===== src/spss_params.svh =====
`ifndef SPSS_PARAMS_SVH
`define SPSS_PARAMS_SVH
`define SPSS_SCAN_DONE_BIT   8
`define SPSS_PORT_SEL_BIT    0
`define SPSS_SUMMARY_BIT     7
`define SPSS_SCAN_DONE_VALUE 16'h0100
`define SPSS_SETTLE_MIN_US   16'h0001
`define SPSS_SETTLE_MAX_US   16'h8000
`define SPSS_SETTLE_RESET_US 16'h0001
`define SPSS_CLK_MHZ         50
`define SPSS_US_CYCLES       (`SPSS_CLK_MHZ)
`define SPSS_CMD_PORT        3'h1
`define SPSS_CMD_SETTLE      3'h2
`define SPSS_CMD_ENABLE      3'h3
`define SPSS_CMD_PRESET      3'h4
`define SPSS_CMD_CLS         3'h5
`define SPSS_CMD_RST         3'h6
`define SPSS_Q_PORT          3'h1
`define SPSS_Q_SETTLE        3'h2
`define SPSS_Q_SETTLE_MIN    3'h3
`define SPSS_Q_SETTLE_MAX    3'h4
`define SPSS_Q_EVENT         3'h5
`define SPSS_Q_ENABLE        3'h6
`define SPSS_LAST_CHAN       4'hf
`endif


===== src/spss_pkg.sv =====
package spss_pkg;
  // Settling sequencer states, one-hot.
  typedef enum logic [2:0]
  {
    SPSS_IDLE   = 3'b001,
    SPSS_SETTLE = 3'b010,
    SPSS_PULSE  = 3'b100
  } spss_state_t;
endpackage


===== src/spss_top.sv =====
`timescale 1ns/1ns
`include "spss_params.svh"
module spss_top
  import spss_pkg::*;
#(
  parameter int US_CYCLES = `SPSS_US_CYCLES
)
(
  input  wire logic        sys_clk,
  input  wire logic        rstn,
  input  wire logic        cmd_valid,
  input  wire logic [2:0]  cmd_code,
  input  wire logic [15:0] cmd_data,
  input  wire logic        query_valid,
  input  wire logic [2:0]  query_code,
  output logic [15:0]      query_data,
  output logic             query_done,
  input  wire logic        scan_start,
  input  wire logic [3:0]  scan_last_index,
  input  wire logic        scan_trigger,
  input  wire logic [15:0] closed_channels,
  output logic [15:0]      tree_switch_close,
  output logic             fet_close_pulse,
  output logic [3:0]       scan_index,
  output logic             scan_active,
  output logic             summary_bit,
  output logic             analog_bus_port
);

  // Port selection register; low is none, high is the analog bus.
  logic        port_sel;
  logic        next_port_sel;
  // Settling delay in microseconds, one value for the whole card.
  logic [15:0] settle_us;
  logic [15:0] next_settle_us;
  // Enable mask; only the scan-complete position has any effect.
  logic [15:0] enable_mask;
  logic [15:0] next_enable_mask;
  // Sticky scan-complete event bit.
  logic        scan_done;
  logic        next_scan_done;
  // Query answer registers.
  logic [15:0] next_query_data;
  logic        next_query_done;

  // Next values of the registered data outputs, so that none of them glitches.
  logic [15:0] next_tree_switch_close;
  logic        next_summary_bit;
  logic        next_fet_close_pulse;

  // Decoded one-cycle reset-to-defaults strobe; it also aborts a scan.
  logic cmd_rst;
  assign cmd_rst = cmd_valid && (cmd_code == `SPSS_CMD_RST);

  // Clamp a requested delay into the legal range. A zero request would
  // otherwise wrap the microsecond counter and wait far too long.
  function automatic logic [15:0] clamp_us(input logic [15:0] v);
    if (v < `SPSS_SETTLE_MIN_US)
      return `SPSS_SETTLE_MIN_US;
    else if (v > `SPSS_SETTLE_MAX_US)
      return `SPSS_SETTLE_MAX_US;
    else
      return v;
  endfunction

  // Sequencer state.
  spss_state_t state;
  spss_state_t next_state;
  // Microseconds still to wait in the current settling delay.
  logic [15:0] us_left;
  logic [15:0] next_us_left;
  // Clock cycles within the current microsecond.
  logic [15:0] cyc_cnt;
  logic [15:0] next_cyc_cnt;
  // Next values of the list pointer and the scan-running flag.
  logic [3:0]  next_scan_index;
  logic        next_scan_active;
  // One-cycle strobe when the last list entry has been pulsed.
  logic        scan_finish;
  // Last list index, latched when the scan is armed.
  logic [3:0]  last_index;
  logic [3:0]  next_last_index;

  // Configuration and status next values.
  always_comb
  begin
    next_port_sel    = port_sel;
    next_settle_us   = settle_us;
    next_enable_mask = enable_mask;
    next_scan_done   = scan_done;
    next_query_data  = query_data;
    next_query_done  = 1'b0;
    if (cmd_valid)
    begin
      case (cmd_code)
        // Port select; the host must send it before any channel list.
        `SPSS_CMD_PORT:   next_port_sel = cmd_data[`SPSS_PORT_SEL_BIT];
        // One delay per card; out-of-range requests are pulled into range.
        `SPSS_CMD_SETTLE: next_settle_us = clamp_us(cmd_data);
        // The whole mask is kept for read-back, though only bit 8 acts.
        `SPSS_CMD_ENABLE: next_enable_mask = cmd_data;
        // Preset disables every summary contribution at once.
        `SPSS_CMD_PRESET: next_enable_mask = 16'h0000;
        // Clear status drops the scan-complete event.
        `SPSS_CMD_CLS:    next_scan_done = 1'b0;
        `SPSS_CMD_RST:
        begin
          // Reset-to-defaults restores port none and minimum delay.
          next_port_sel    = 1'b0;
          next_settle_us   = `SPSS_SETTLE_RESET_US;
          next_enable_mask = 16'h0000;
          next_scan_done   = 1'b0;
        end
        // Unused command codes change nothing.
        default: next_port_sel = port_sel;
      endcase
    end
    if (query_valid)
    begin
      // Every query is answered one cycle later, known code or not.
      next_query_done = 1'b1;
      case (query_code)
        // Port answer: one for the analog bus, zero for none.
        `SPSS_Q_PORT:       next_query_data = {15'h0000, port_sel};
        // Delay answers are plain microsecond counts; the host formats them.
        `SPSS_Q_SETTLE:     next_query_data = settle_us;
        // The limits are constants, independent of the current setting.
        `SPSS_Q_SETTLE_MIN: next_query_data = `SPSS_SETTLE_MIN_US;
        `SPSS_Q_SETTLE_MAX: next_query_data = `SPSS_SETTLE_MAX_US;
        `SPSS_Q_EVENT:
        begin
          // Only the scan-complete bit exists; all others read zero.
          next_query_data = scan_done ? `SPSS_SCAN_DONE_VALUE : 16'h0000;
          next_scan_done  = 1'b0;
        end
        // Mask read-back returns all sixteen stored bits.
        `SPSS_Q_ENABLE:     next_query_data = enable_mask;
        // Unknown queries answer zero rather than stale data.
        default:            next_query_data = 16'h0000;
      endcase
    end
    // A finishing scan wins over any clear in the same cycle, so an
    // event is never lost to a read or a clear that races it.
    if (scan_finish)
      next_scan_done = 1'b1;
  end

  // Configuration and status registers; the synchronous reset restores
  // the same settings and event bit as the reset-to-defaults command, and also zeroes the query answer.
  always_ff @(posedge sys_clk)
  begin
    if (!rstn)
    begin
      port_sel    <= 1'b0;
      settle_us   <= `SPSS_SETTLE_RESET_US;
      enable_mask <= 16'h0000;
      scan_done   <= 1'b0;
      query_data  <= 16'h0000;
      query_done  <= 1'b0;
    end
    else
    begin
      port_sel    <= next_port_sel;
      settle_us   <= next_settle_us;
      enable_mask <= next_enable_mask;
      scan_done   <= next_scan_done;
      query_data  <= next_query_data;
      query_done  <= next_query_done;
    end
  end

  // Settling sequencer: a trigger taken in idle during an armed scan starts a delay, then one FET pulse.
  // The pulse also advances the channel pointer, or ends the scan after the last entry. The trigger is only sampled in idle, so a trigger taken while
  // a delay runs is ignored rather than queued.
  always_comb
  begin
    next_state       = state;
    next_us_left     = us_left;
    next_cyc_cnt     = cyc_cnt;
    next_scan_index  = scan_index;
    next_scan_active = scan_active;
    next_last_index  = last_index;
    scan_finish      = 1'b0;
    case (state)
      SPSS_IDLE:
      begin
        // Arming a scan takes priority over a trigger in the same cycle.
        if (scan_start)
        begin
          next_scan_active = 1'b1;
          next_scan_index  = 4'h0;
          next_last_index  = scan_last_index;
        end
        else if (scan_active && scan_trigger)
        begin
          // A trigger loads the delay; the cycle counter starts from zero.
          next_state   = SPSS_SETTLE;
          next_us_left = settle_us;
          next_cyc_cnt = 16'h0000;
        end
      end
      SPSS_SETTLE:
      begin
        // One microsecond has passed when the cycle counter wraps.
        if (cyc_cnt == 16'(US_CYCLES - 1))
        begin
          next_cyc_cnt = 16'h0000;
          // The last microsecond ends the wait; otherwise count it down.
          if (us_left == `SPSS_SETTLE_MIN_US)
            next_state = SPSS_PULSE;
          else
            next_us_left = us_left - 16'h0001;
        end
        else
          next_cyc_cnt = cyc_cnt + 16'h0001;
      end
      SPSS_PULSE:
      begin
        next_state = SPSS_IDLE;
        // The last list entry ends the scan and raises scan-complete.
        if (scan_index == last_index)
        begin
          next_scan_active = 1'b0;
          scan_finish      = 1'b1;
        end
        else
          next_scan_index = scan_index + 4'h1;
      end
      // An illegal state code falls back to idle.
      default: next_state = SPSS_IDLE;
    endcase
    // Reset-to-defaults aborts any running scan. The list pointer is left
    // alone; the next scan start rewinds it.
    if (cmd_rst)
    begin
      next_state       = SPSS_IDLE;
      next_scan_active = 1'b0;
    end
  end

  // Sequencer registers; reset leaves the sequencer idle with no scan armed.
  // The pointer and limit are reset too, so no stale list survives.
  always_ff @(posedge sys_clk)
  begin
    if (!rstn)
    begin
      state       <= SPSS_IDLE;
      us_left     <= `SPSS_SETTLE_RESET_US;
      cyc_cnt     <= 16'h0000;
      scan_index  <= 4'h0;
      scan_active <= 1'b0;
      last_index  <= `SPSS_LAST_CHAN;
    end
    else
    begin
      state       <= next_state;
      us_left     <= next_us_left;
      cyc_cnt     <= next_cyc_cnt;
      scan_index  <= next_scan_index;
      scan_active <= next_scan_active;
      last_index  <= next_last_index;
    end
  end

  // Output next values. Each is worked out from the next register values,
  // so the registered outputs line up with the state that they describe.
  always_comb
  begin
    // The pulse is high for exactly the one cycle spent in the pulse state.
    next_fet_close_pulse = (next_state == SPSS_PULSE);
    // Tree switches follow the closed channels only on the analog bus port;
    // a change of the channel map reaches the switches one cycle later.
    if (next_port_sel)
      next_tree_switch_close = closed_channels;
    else
      next_tree_switch_close = 16'h0000;
    // Summary bit: only the scan-complete mask position counts.
    next_summary_bit = next_scan_done && next_enable_mask[`SPSS_SCAN_DONE_BIT];
  end

  // Output registers. They cost a flip-flop per bit but keep the wide
  // channel map and the status decode free of glitches at the pins.
  always_ff @(posedge sys_clk)
  begin
    if (!rstn)
    begin
      // Reset leaves every switch open and every pulse low.
      fet_close_pulse   <= 1'b0;
      tree_switch_close <= 16'h0000;
      summary_bit       <= 1'b0;
    end
    else
    begin
      fet_close_pulse   <= next_fet_close_pulse;
      tree_switch_close <= next_tree_switch_close;
      summary_bit       <= next_summary_bit;
    end
  end

  // The port flag is itself a register, so it leaves the block directly.
  assign analog_bus_port = port_sel;

endmodule


===== config.mk =====
export PLATFORM = sky130hd
export DESIGN_NAME = spss_top
export DESIGN_NICKNAME = d
export VERILOG_FILES = /design/src/spss_pkg.sv /design/src/spss_top.sv
export VERILOG_INCLUDE_DIRS = /design/src
export SDC_FILE = /design/constraint.sdc
export NUM_CORES = 1
export LEC_CHECK = 0
export ABC_AREA = 1
export CORE_MARGIN = 3
export CORE_UTILIZATION = 45
export CTS_BUF_LIST = sky130_fd_sc_hd__clkbuf_8
export CTS_CLUSTER_DIAMETER = 120
export DETAILED_ROUTE_END_ITERATION = 10
export DONT_BUFFER_PORTS = 1
export SLEW_MARGIN = 40
export SYNTH_ARGS = -nofsm -noshare
export SYNTH_HDL_FRONTEND = slang
export SYNTH_SLANG_ARGS = --single-unit

===== constraint.sdc =====
create_clock -name sys_clk -period 2.05 [get_ports sys_clk]
set_clock_uncertainty 0.2 [all_clocks]
set_input_delay 0.205 -clock sys_clk [delete_from_list [all_inputs] [get_ports sys_clk]]
set_output_delay 0.205 -clock sys_clk [all_outputs]
set_load 0.005 [all_outputs]

==> results.md, run 1 <==
- Multi-input gate area: 2560 sq um
- Crit path kind: in -> reg
- Syn Nets: 857
- Area contributors post-synth: dfxtp_1, nand2_1, inv_1, nor2_1, a21oi_1
- Combinational family with the most area after synthesis: simple AND/OR/NAND/NOR gates
- Final Cycle Share: 0.924
- LEAKAGE: 0.00273 uW
- Post-Synthesis Cells: 804
- Die Height: 115 um
- Total die area: 13200 sq um
- Final Cell Area: 6680 sq um
- Final Max Slew Viols: 0
- Most frequent cells in the layout: nand2_1, inv_1, dfxtp_1
- Hold Vio Cnt, Final: 3
- Die X: 115 um
- Unrepaired setup endpoints after global routing: no
- Max Cap Violations: 0
- CP Capture Type: register
- Vias in the first global route: 5254
- WL final: 14900 um
- Worst VDD drop: 0.000608 V
- Post-synthesis sequential area ratio: 0.424
- Antenna Cells: 0
- Ports: 89
- Post-synthesis simple-gate area fraction: 0.326
- Fill count: 1097
- Cell area after synthesis: 5340 sq um
- WL/cell: 14.3 um
- Worst-Skew Late Latency: 0.45 ns
- Run status: finished with violations
- HPWL after DPL: 9900 um
- Yosys warnings: 0
- Pwr Density: 689 nW/um^2
- Final setup vio count: 0
- Failing checks: hold timing
- CP Launch Type: input pin
- Clock-pin slew on the worst setup and hold paths: 0.07 ns
- Layout cells sized above 1: 0.0877
- First-pass GRT wire length: 24800 um
- #FFs+latches synth: 113
- 1st-pass router iterations: 6
- H-tree depth: 4
- Core area: 11500 sq um
- Crit path arrival time: 2.07 ns
- Hold WS: -0.00791 ns
- Slew headroom: 0.519
- NumNets Final: 942
- Longest Clk Path Bufs: 2
- Area after DPL: 5490 sq um
- Mux cell area share after synthesis: 0
- Overall power: 4600 uW
- Vias: 5377
- GRT Total Usage: 0.234
- Std cell rows: 39
- DRC violations left: 0
- Crit-path max FO: 6
- I/O Buffers: 0
- Most common cell after layout, fill and taps aside: nand2_1
- F_max: 528 MHz
- Initial antenna violation count: 0
- Req. time, crit path: 2.23 ns
- Compound-Gate Fraction of Synth Area: 0.123
- Mean Syn Cell Area: 6.64 sq um
- Initial Util: 0.463
- CTS tree: built
- Hold/Removal Path Class: in -> reg
- Sequential cell area: 2260 sq um
- Area growth from synthesis to layout: 25.2%
- Root Buffer: clkbuf_8
- Netlist cell types: 35
- Final GP Congestion: 0.921
- Adder-cell area share of the yosys netlist: 0.0117
- Grt total ovfl: 0
- Largest net degree at the start of global routing: 61
- Post-synth top area cell: dfxtp_1
- Antenna viol nets, final: 0
- Via-to-Cell Ratio: 5.15
- Post-synth top area share: 0.424
- TritonCTS sink count: 113
- Total CTS buffers: 17
- DRT iter0 DRCs: 451
- Minimum clock period: 1.89 ns
- Slew @ Worst Pin: 0.722 ns
- Synth Area in XOR/XNOR: 0.00821
- R2R Setup Slk: 0.19 ns
[state kept, by name (all words and copies together), names as in the netlist]
name / count
query_done: 1
scan_done: 1
settle_us: 16
cyc_cnt: 16
last_index: 4
summary_bit: 1
state: 3
analog_bus_port: 1
scan_active: 1
scan_index: 4
fet_close_pulse: 1
enable_mask: 16
query_data: 16
tree_switch_close: 16
us_left: 16
[repair_timing]
action | in CTS | in global routing
pin swaps | 0 | 6
hold endpoints to repair | 100 | 0
gates resized for setup | 1 | 12
hold buffers | 68 | 0
gates cloned | 0 | 1
endpoints found under the setup margin | 2 | 32
setup buffers | 0 | 11
[area by class of cell]
cell class,count,share of cell area
clock buffers,18,0.0371
clock inverters,13,0.0172
inverters,121,0.0680
multi-input cells,545,0.383
flip-flops and latches,113,0.339
well taps,143,0.0268
repair buffers,91,0.129
[cells in the mapped netlist (all sizes together)]
| master | number |
|---|---|
| nand3 | 63 |
| a211oi | 1 |
| and3 | 2 |
| clkinv | 1 |
| a32o | 1 |
| nor3 | 19 |
| a21oi | 63 |
| o221ai | 1 |
| buf | 7 |
| o21ai | 27 |
| nor3b | 2 |
| o22ai | 19 |
| dfxtp | 113 |
| clkbuf | 19 |
| o211ai | 3 |
| inv | 120 |
| or2 | 3 |
| xor2 | 5 |
| o21bai | 3 |
| nand2 | 208 |
| nor2 | 107 |
| nor4 | 2 |
| nand4 | 9 |
| ha | 5 |
| o21a | 1 |
[power breakdown]
group / switching [uW] / internal [uW] / total, uW
sequential: 30.1 / 2230 / 2260
combinational: 231 / 174 / 405
clock: 959 / 977 / 1940
total: 1220 / 3390 / 4600
[final timing paths]
check,from,end,cells after the start
max,cmd_valid,settle_us[1]$_SDFFE_PN0P_,8
min,rstn,last_index[0]$_SDFFE_PN1P_,2
max reg2reg,cyc_cnt[0]$_SDFFE_PN0P_,us_left[7]$_SDFFE_PN0P_,10
min reg2reg,settle_us[8]$_SDFFE_PN0P_,settle_us[8]$_SDFFE_PN0P_,2
[metrics by stage]
step / util / worst slack, ns / TNS [ns] / instances / hold WS (ns)
finish: 0.580 / 0.156 / 0 / 1044 / -0.00791
global route: 0.580 / 0.00841 / 0 / 1044 / 0.00556
CTS: 0.568 / 0.0242 / 0 / 1032 / 0.0142
detailed placement: 0.476 / -0.000841 / -0.000841 / 933 / 0.0819
global placement: 0.476 / 0.0598 / 0 / 933 / 0.0802
floorplan: - / 0.378 / 0 / 804 / 0.117
[worst max-delay path, cell delays in order]
cell and delay [ns]:
dlygate4sd3_1 0.55, inv_1 0.06, nor2_1 0.14, nand2_1 0.12, a21oi_4 0.19, nand3_1 0.09, dlygate4sd3_1 0.58, a21oi_1 0.12
[layer usage]
layer,part of all wire,vias up,global-route usage,wire [um]
li1,-,2725,-,-
met1,0.42,2445,0.284,6290
met2,0.48,176,0.390,7210
met3,0.074,31,0.0674,1100
met4,0.021,0,0.0955,316
met5,0,-,0,0
[logic make-up after synthesis]
kind of cell	Yosys count
AO/OA/AOI/OAI	119
XOR/XNOR	5
adder cells (fa/ha/maj)	5
buffers and inverters	147
flip-flops	113
AND/OR/NAND/NOR	415
Note: power is estimated with default switching activity, not from simulation.
==> inputs of run 2 (changes only) <==
==> constraint.sdc (replaced) <==
create_clock -name sys_clk -period 2.4 [get_ports sys_clk]
set_clock_uncertainty 0.2 [all_clocks]
set_input_delay 0.24 -clock sys_clk [delete_from_list [all_inputs] [get_ports sys_clk]]
set_output_delay 0.24 -clock sys_clk [all_outputs]
set_load 0.005 [all_outputs]
==> run 2 against run 1 <==
Against the previous run:
- the flow now finishes without violations
- clock power hardly changed
- total power is 9.3% lower
- clock-buffer cell count is 2 higher
- critical path depth is 3 higher
- final cell count is 3.0% lower
- die area stayed put
- via count is 2.2% lower
- sequential power is 15% lower
- utilization is 2.2 points lower
- largest cell class unchanged
==> results.md, run 2 (synthesis results as in run 1) <==
- Worst VDD drop: 0.000463 V (-24%)
- Vias in the first global route: 5170 (-1.6%)
- Crit path arrival time: 2.46 ns (+0.39 ns)
- F_max: 439 MHz
- HPWL after DPL: 9950 um (+0.50%)
- Largest net degree at the start of global routing: 61 (unchanged)
- DRT iter0 DRCs: 392 (-13%)
- Initial antenna violation count: 0 (unchanged)
- Crit-path max FO: 15 (+9)
- Req. time, crit path: 2.58 ns (+0.35 ns)
- WL final: 14600 um (-2.3%)
- CP delay by family, top: buffers and inverters
- TritonCTS sink count: 113 (unchanged)
- H-tree depth: 4 (unchanged)
- Total CTS buffers: 17 (unchanged)
- Slew @ Worst Pin: 0.695 ns (-0.0274 ns)
- Final Cycle Share: 0.948
- Root Buffer: clkbuf_8
- NumNets Final: 909 (-3.5%)
- Unrepaired setup endpoints after global routing: no
- Crit path kind: in -> reg
- Crit path top cell by count: nand2_1
- Worst-Skew Late Latency: 0.44 ns (about the same)
- Worst slack, placed: 0.366 ns (+0.367 ns)
- Final setup vio count: 0 (unchanged)
- CP Launch Type: input pin
- Vias: 5259 (-2.2%)
- # placed instances: 925 (-0.86%)
- First-pass GRT wire length: 24100 um (-3.0%)
- Die X: 115 um (unchanged)
- Setup_tns: 0 ns (unchanged)
- Most frequent cells in the layout: nand2_1, inv_1, dfxtp_1
- Grt total ovfl: 0 (unchanged)
- Max Cap Violations: 0 (unchanged)
- Overall power: 4180 uW (-9.3%)
- WP buf/inv: 3 (unchanged)
- Ports: 89 (unchanged)
- CTS tree: built
- Non-filler instance count after layout: 1013 (-3.0%)
- WL/cell: 14.4 um (+0.74%)
- Clock-pin slew on the worst setup and hold paths: 0.07 ns (about the same)
- Hold/Removal Path Class: in -> reg
- Longest Clk Path Bufs: 2 (unchanged)
- I/O Buffers: 0 (unchanged)
- DRC violations left: 0 (unchanged)
- Minimum clock period: 2.28 ns
- CP cell instances: dlygate4sd3_1 -> inv_1 -> nand4_1 -> nor2_1 -> nand2_1 -> nand2_2 -> nand2_1 -> nand2_1 -> o21ai_0 -> nand2_1 -> dlygate4sd3_1
- Pwr Density: 650 nW/um^2 (-5.6%)
- Total die area: 13200 sq um (unchanged)
- Hold WS: 0.0183 ns (+0.0262 ns)
- Die Height: 115 um (unchanged)
- Most common cell after layout, fill and taps aside: nand2_1
- 1st-pass router iterations: 5 (-1)
- Antenna viol nets, final: 0 (unchanged)
- Via-to-Cell Ratio: 5.19 (+0.80%)
- Std cell rows: 39 (unchanged)
- Initial Util: 0.463 (unchanged)
- Layout cells sized above 1: 0.0621 (-0.0255)
- Area growth from synthesis to layout: 20.4%
- Run status: finished, final reports clean
- Core area: 11500 sq um (unchanged)
- CP Capture Type: register
- LEAKAGE: 0.00262 uW (-4.0%)
- Slew headroom: 0.537 (+0.0183)
- Final GP Congestion: 0.889 (-3.5%)
- Fill count: 1061 (-3.3%)
- Setup ws final: 0.124 ns (-0.0321 ns)
- Max incr delay on CP: 0.58 ns (about the same)
- Hold Vio Cnt, Final: 0 (-3)
- GRT Total Usage: 0.227 (-0.00661)
- CP max-delay cell: dlygate4sd3_1
- Final Max Slew Viols: 0 (unchanged)
==> run 2: cell types whose count changed in the layout (fill, tap and decap cells not counted), moves of 3 or more <==
cell	before	now
clkinv_2	4	1
nor2_1	102	106
dlygate4sd3_1	67	52
nor2_2	4	0
buf_4	22	5
==> run 2: area by class of cell <==
| type | instances | area (sq um) | share of cell area |
|---|---|---|---|
| clock buffer | 20 | 275 | 0.0429 |
| antenna | 1 | 2.50 | 0.000390 |
| sequential | 113 | 2260 | 0.352 |
| inverter | 121 | 454 | 0.0707 |
| tap | 143 | 179 | 0.0279 |
| multi-input combinational | 544 | 2510 | 0.391 |
| timing repair buffer | 59 | 583 | 0.0908 |
| clock inverter | 12 | 156 | 0.0243 |
==> run 2: routing by layer <==
layer,up-vias,share of wire,GRT usage
li1,2658,-,-
met1,2388,0.43,0.276
met2,179,0.48,0.374
met3,34,0.067,0.0737
met4,0,0.021,0.0915
met5,-,0,0
==> run 2: power breakdown <==
| part | switching (uW) | total, uW | internal (uW) |
|---|---|---|---|
| Combinational | 197 | 323 | 126 |
| Clock | 810 | 1920 | 1110 |
| Sequential | 24.8 | 1930 | 1910 |
| Total | 1030 | 4180 | 3150 |
==> run 2: repair_timing <==
| action | in CTS | in global routing |
|---|---|---|
| endpoints found under the setup margin | 0 | 1 |
| setup buffers | 0 | 2 |
| resized for setup | 0 | 2 |
| hold buffers | 53 | 0 |
| hold endpoints to repair | 99 | 0 |
==> run 2: stage by stage <==
step / instance area [sq um] / util
finish: 6420 / 0.558
global route: 6420 / 0.558
CTS: 6400 / 0.556
detailed placement: 5440 / 0.472
global placement: 5440 / 0.472
floorplan: 5340 / -
==> run 2: path summary, 6_finish.rpt <==
kind | cells after the start | endpoint | from | slack, ns
worst min register to register | 2 | settle_us[8]$_SDFFE_PN0P_ | settle_us[8]$_SDFFE_PN0P_ | 0.27
worst min-delay path | 3 | settle_us[14]$_SDFFE_PN0P_ | cmd_data[15] | 0.02
worst max-delay path | 11 | settle_us[0]$_SDFFE_PN1P_ | cmd_data[2] | 0.12
worst max register to register | 9 | cyc_cnt[10]$_SDFFE_PN0P_ | state[0]$_SDFF_PN1_ | 0.35
==> run 2: tightest hold or removal path, delay by kind of cell <==
kind,cells,cell delay [ns]
simple gates,2,0.32
compound gates,1,0.05
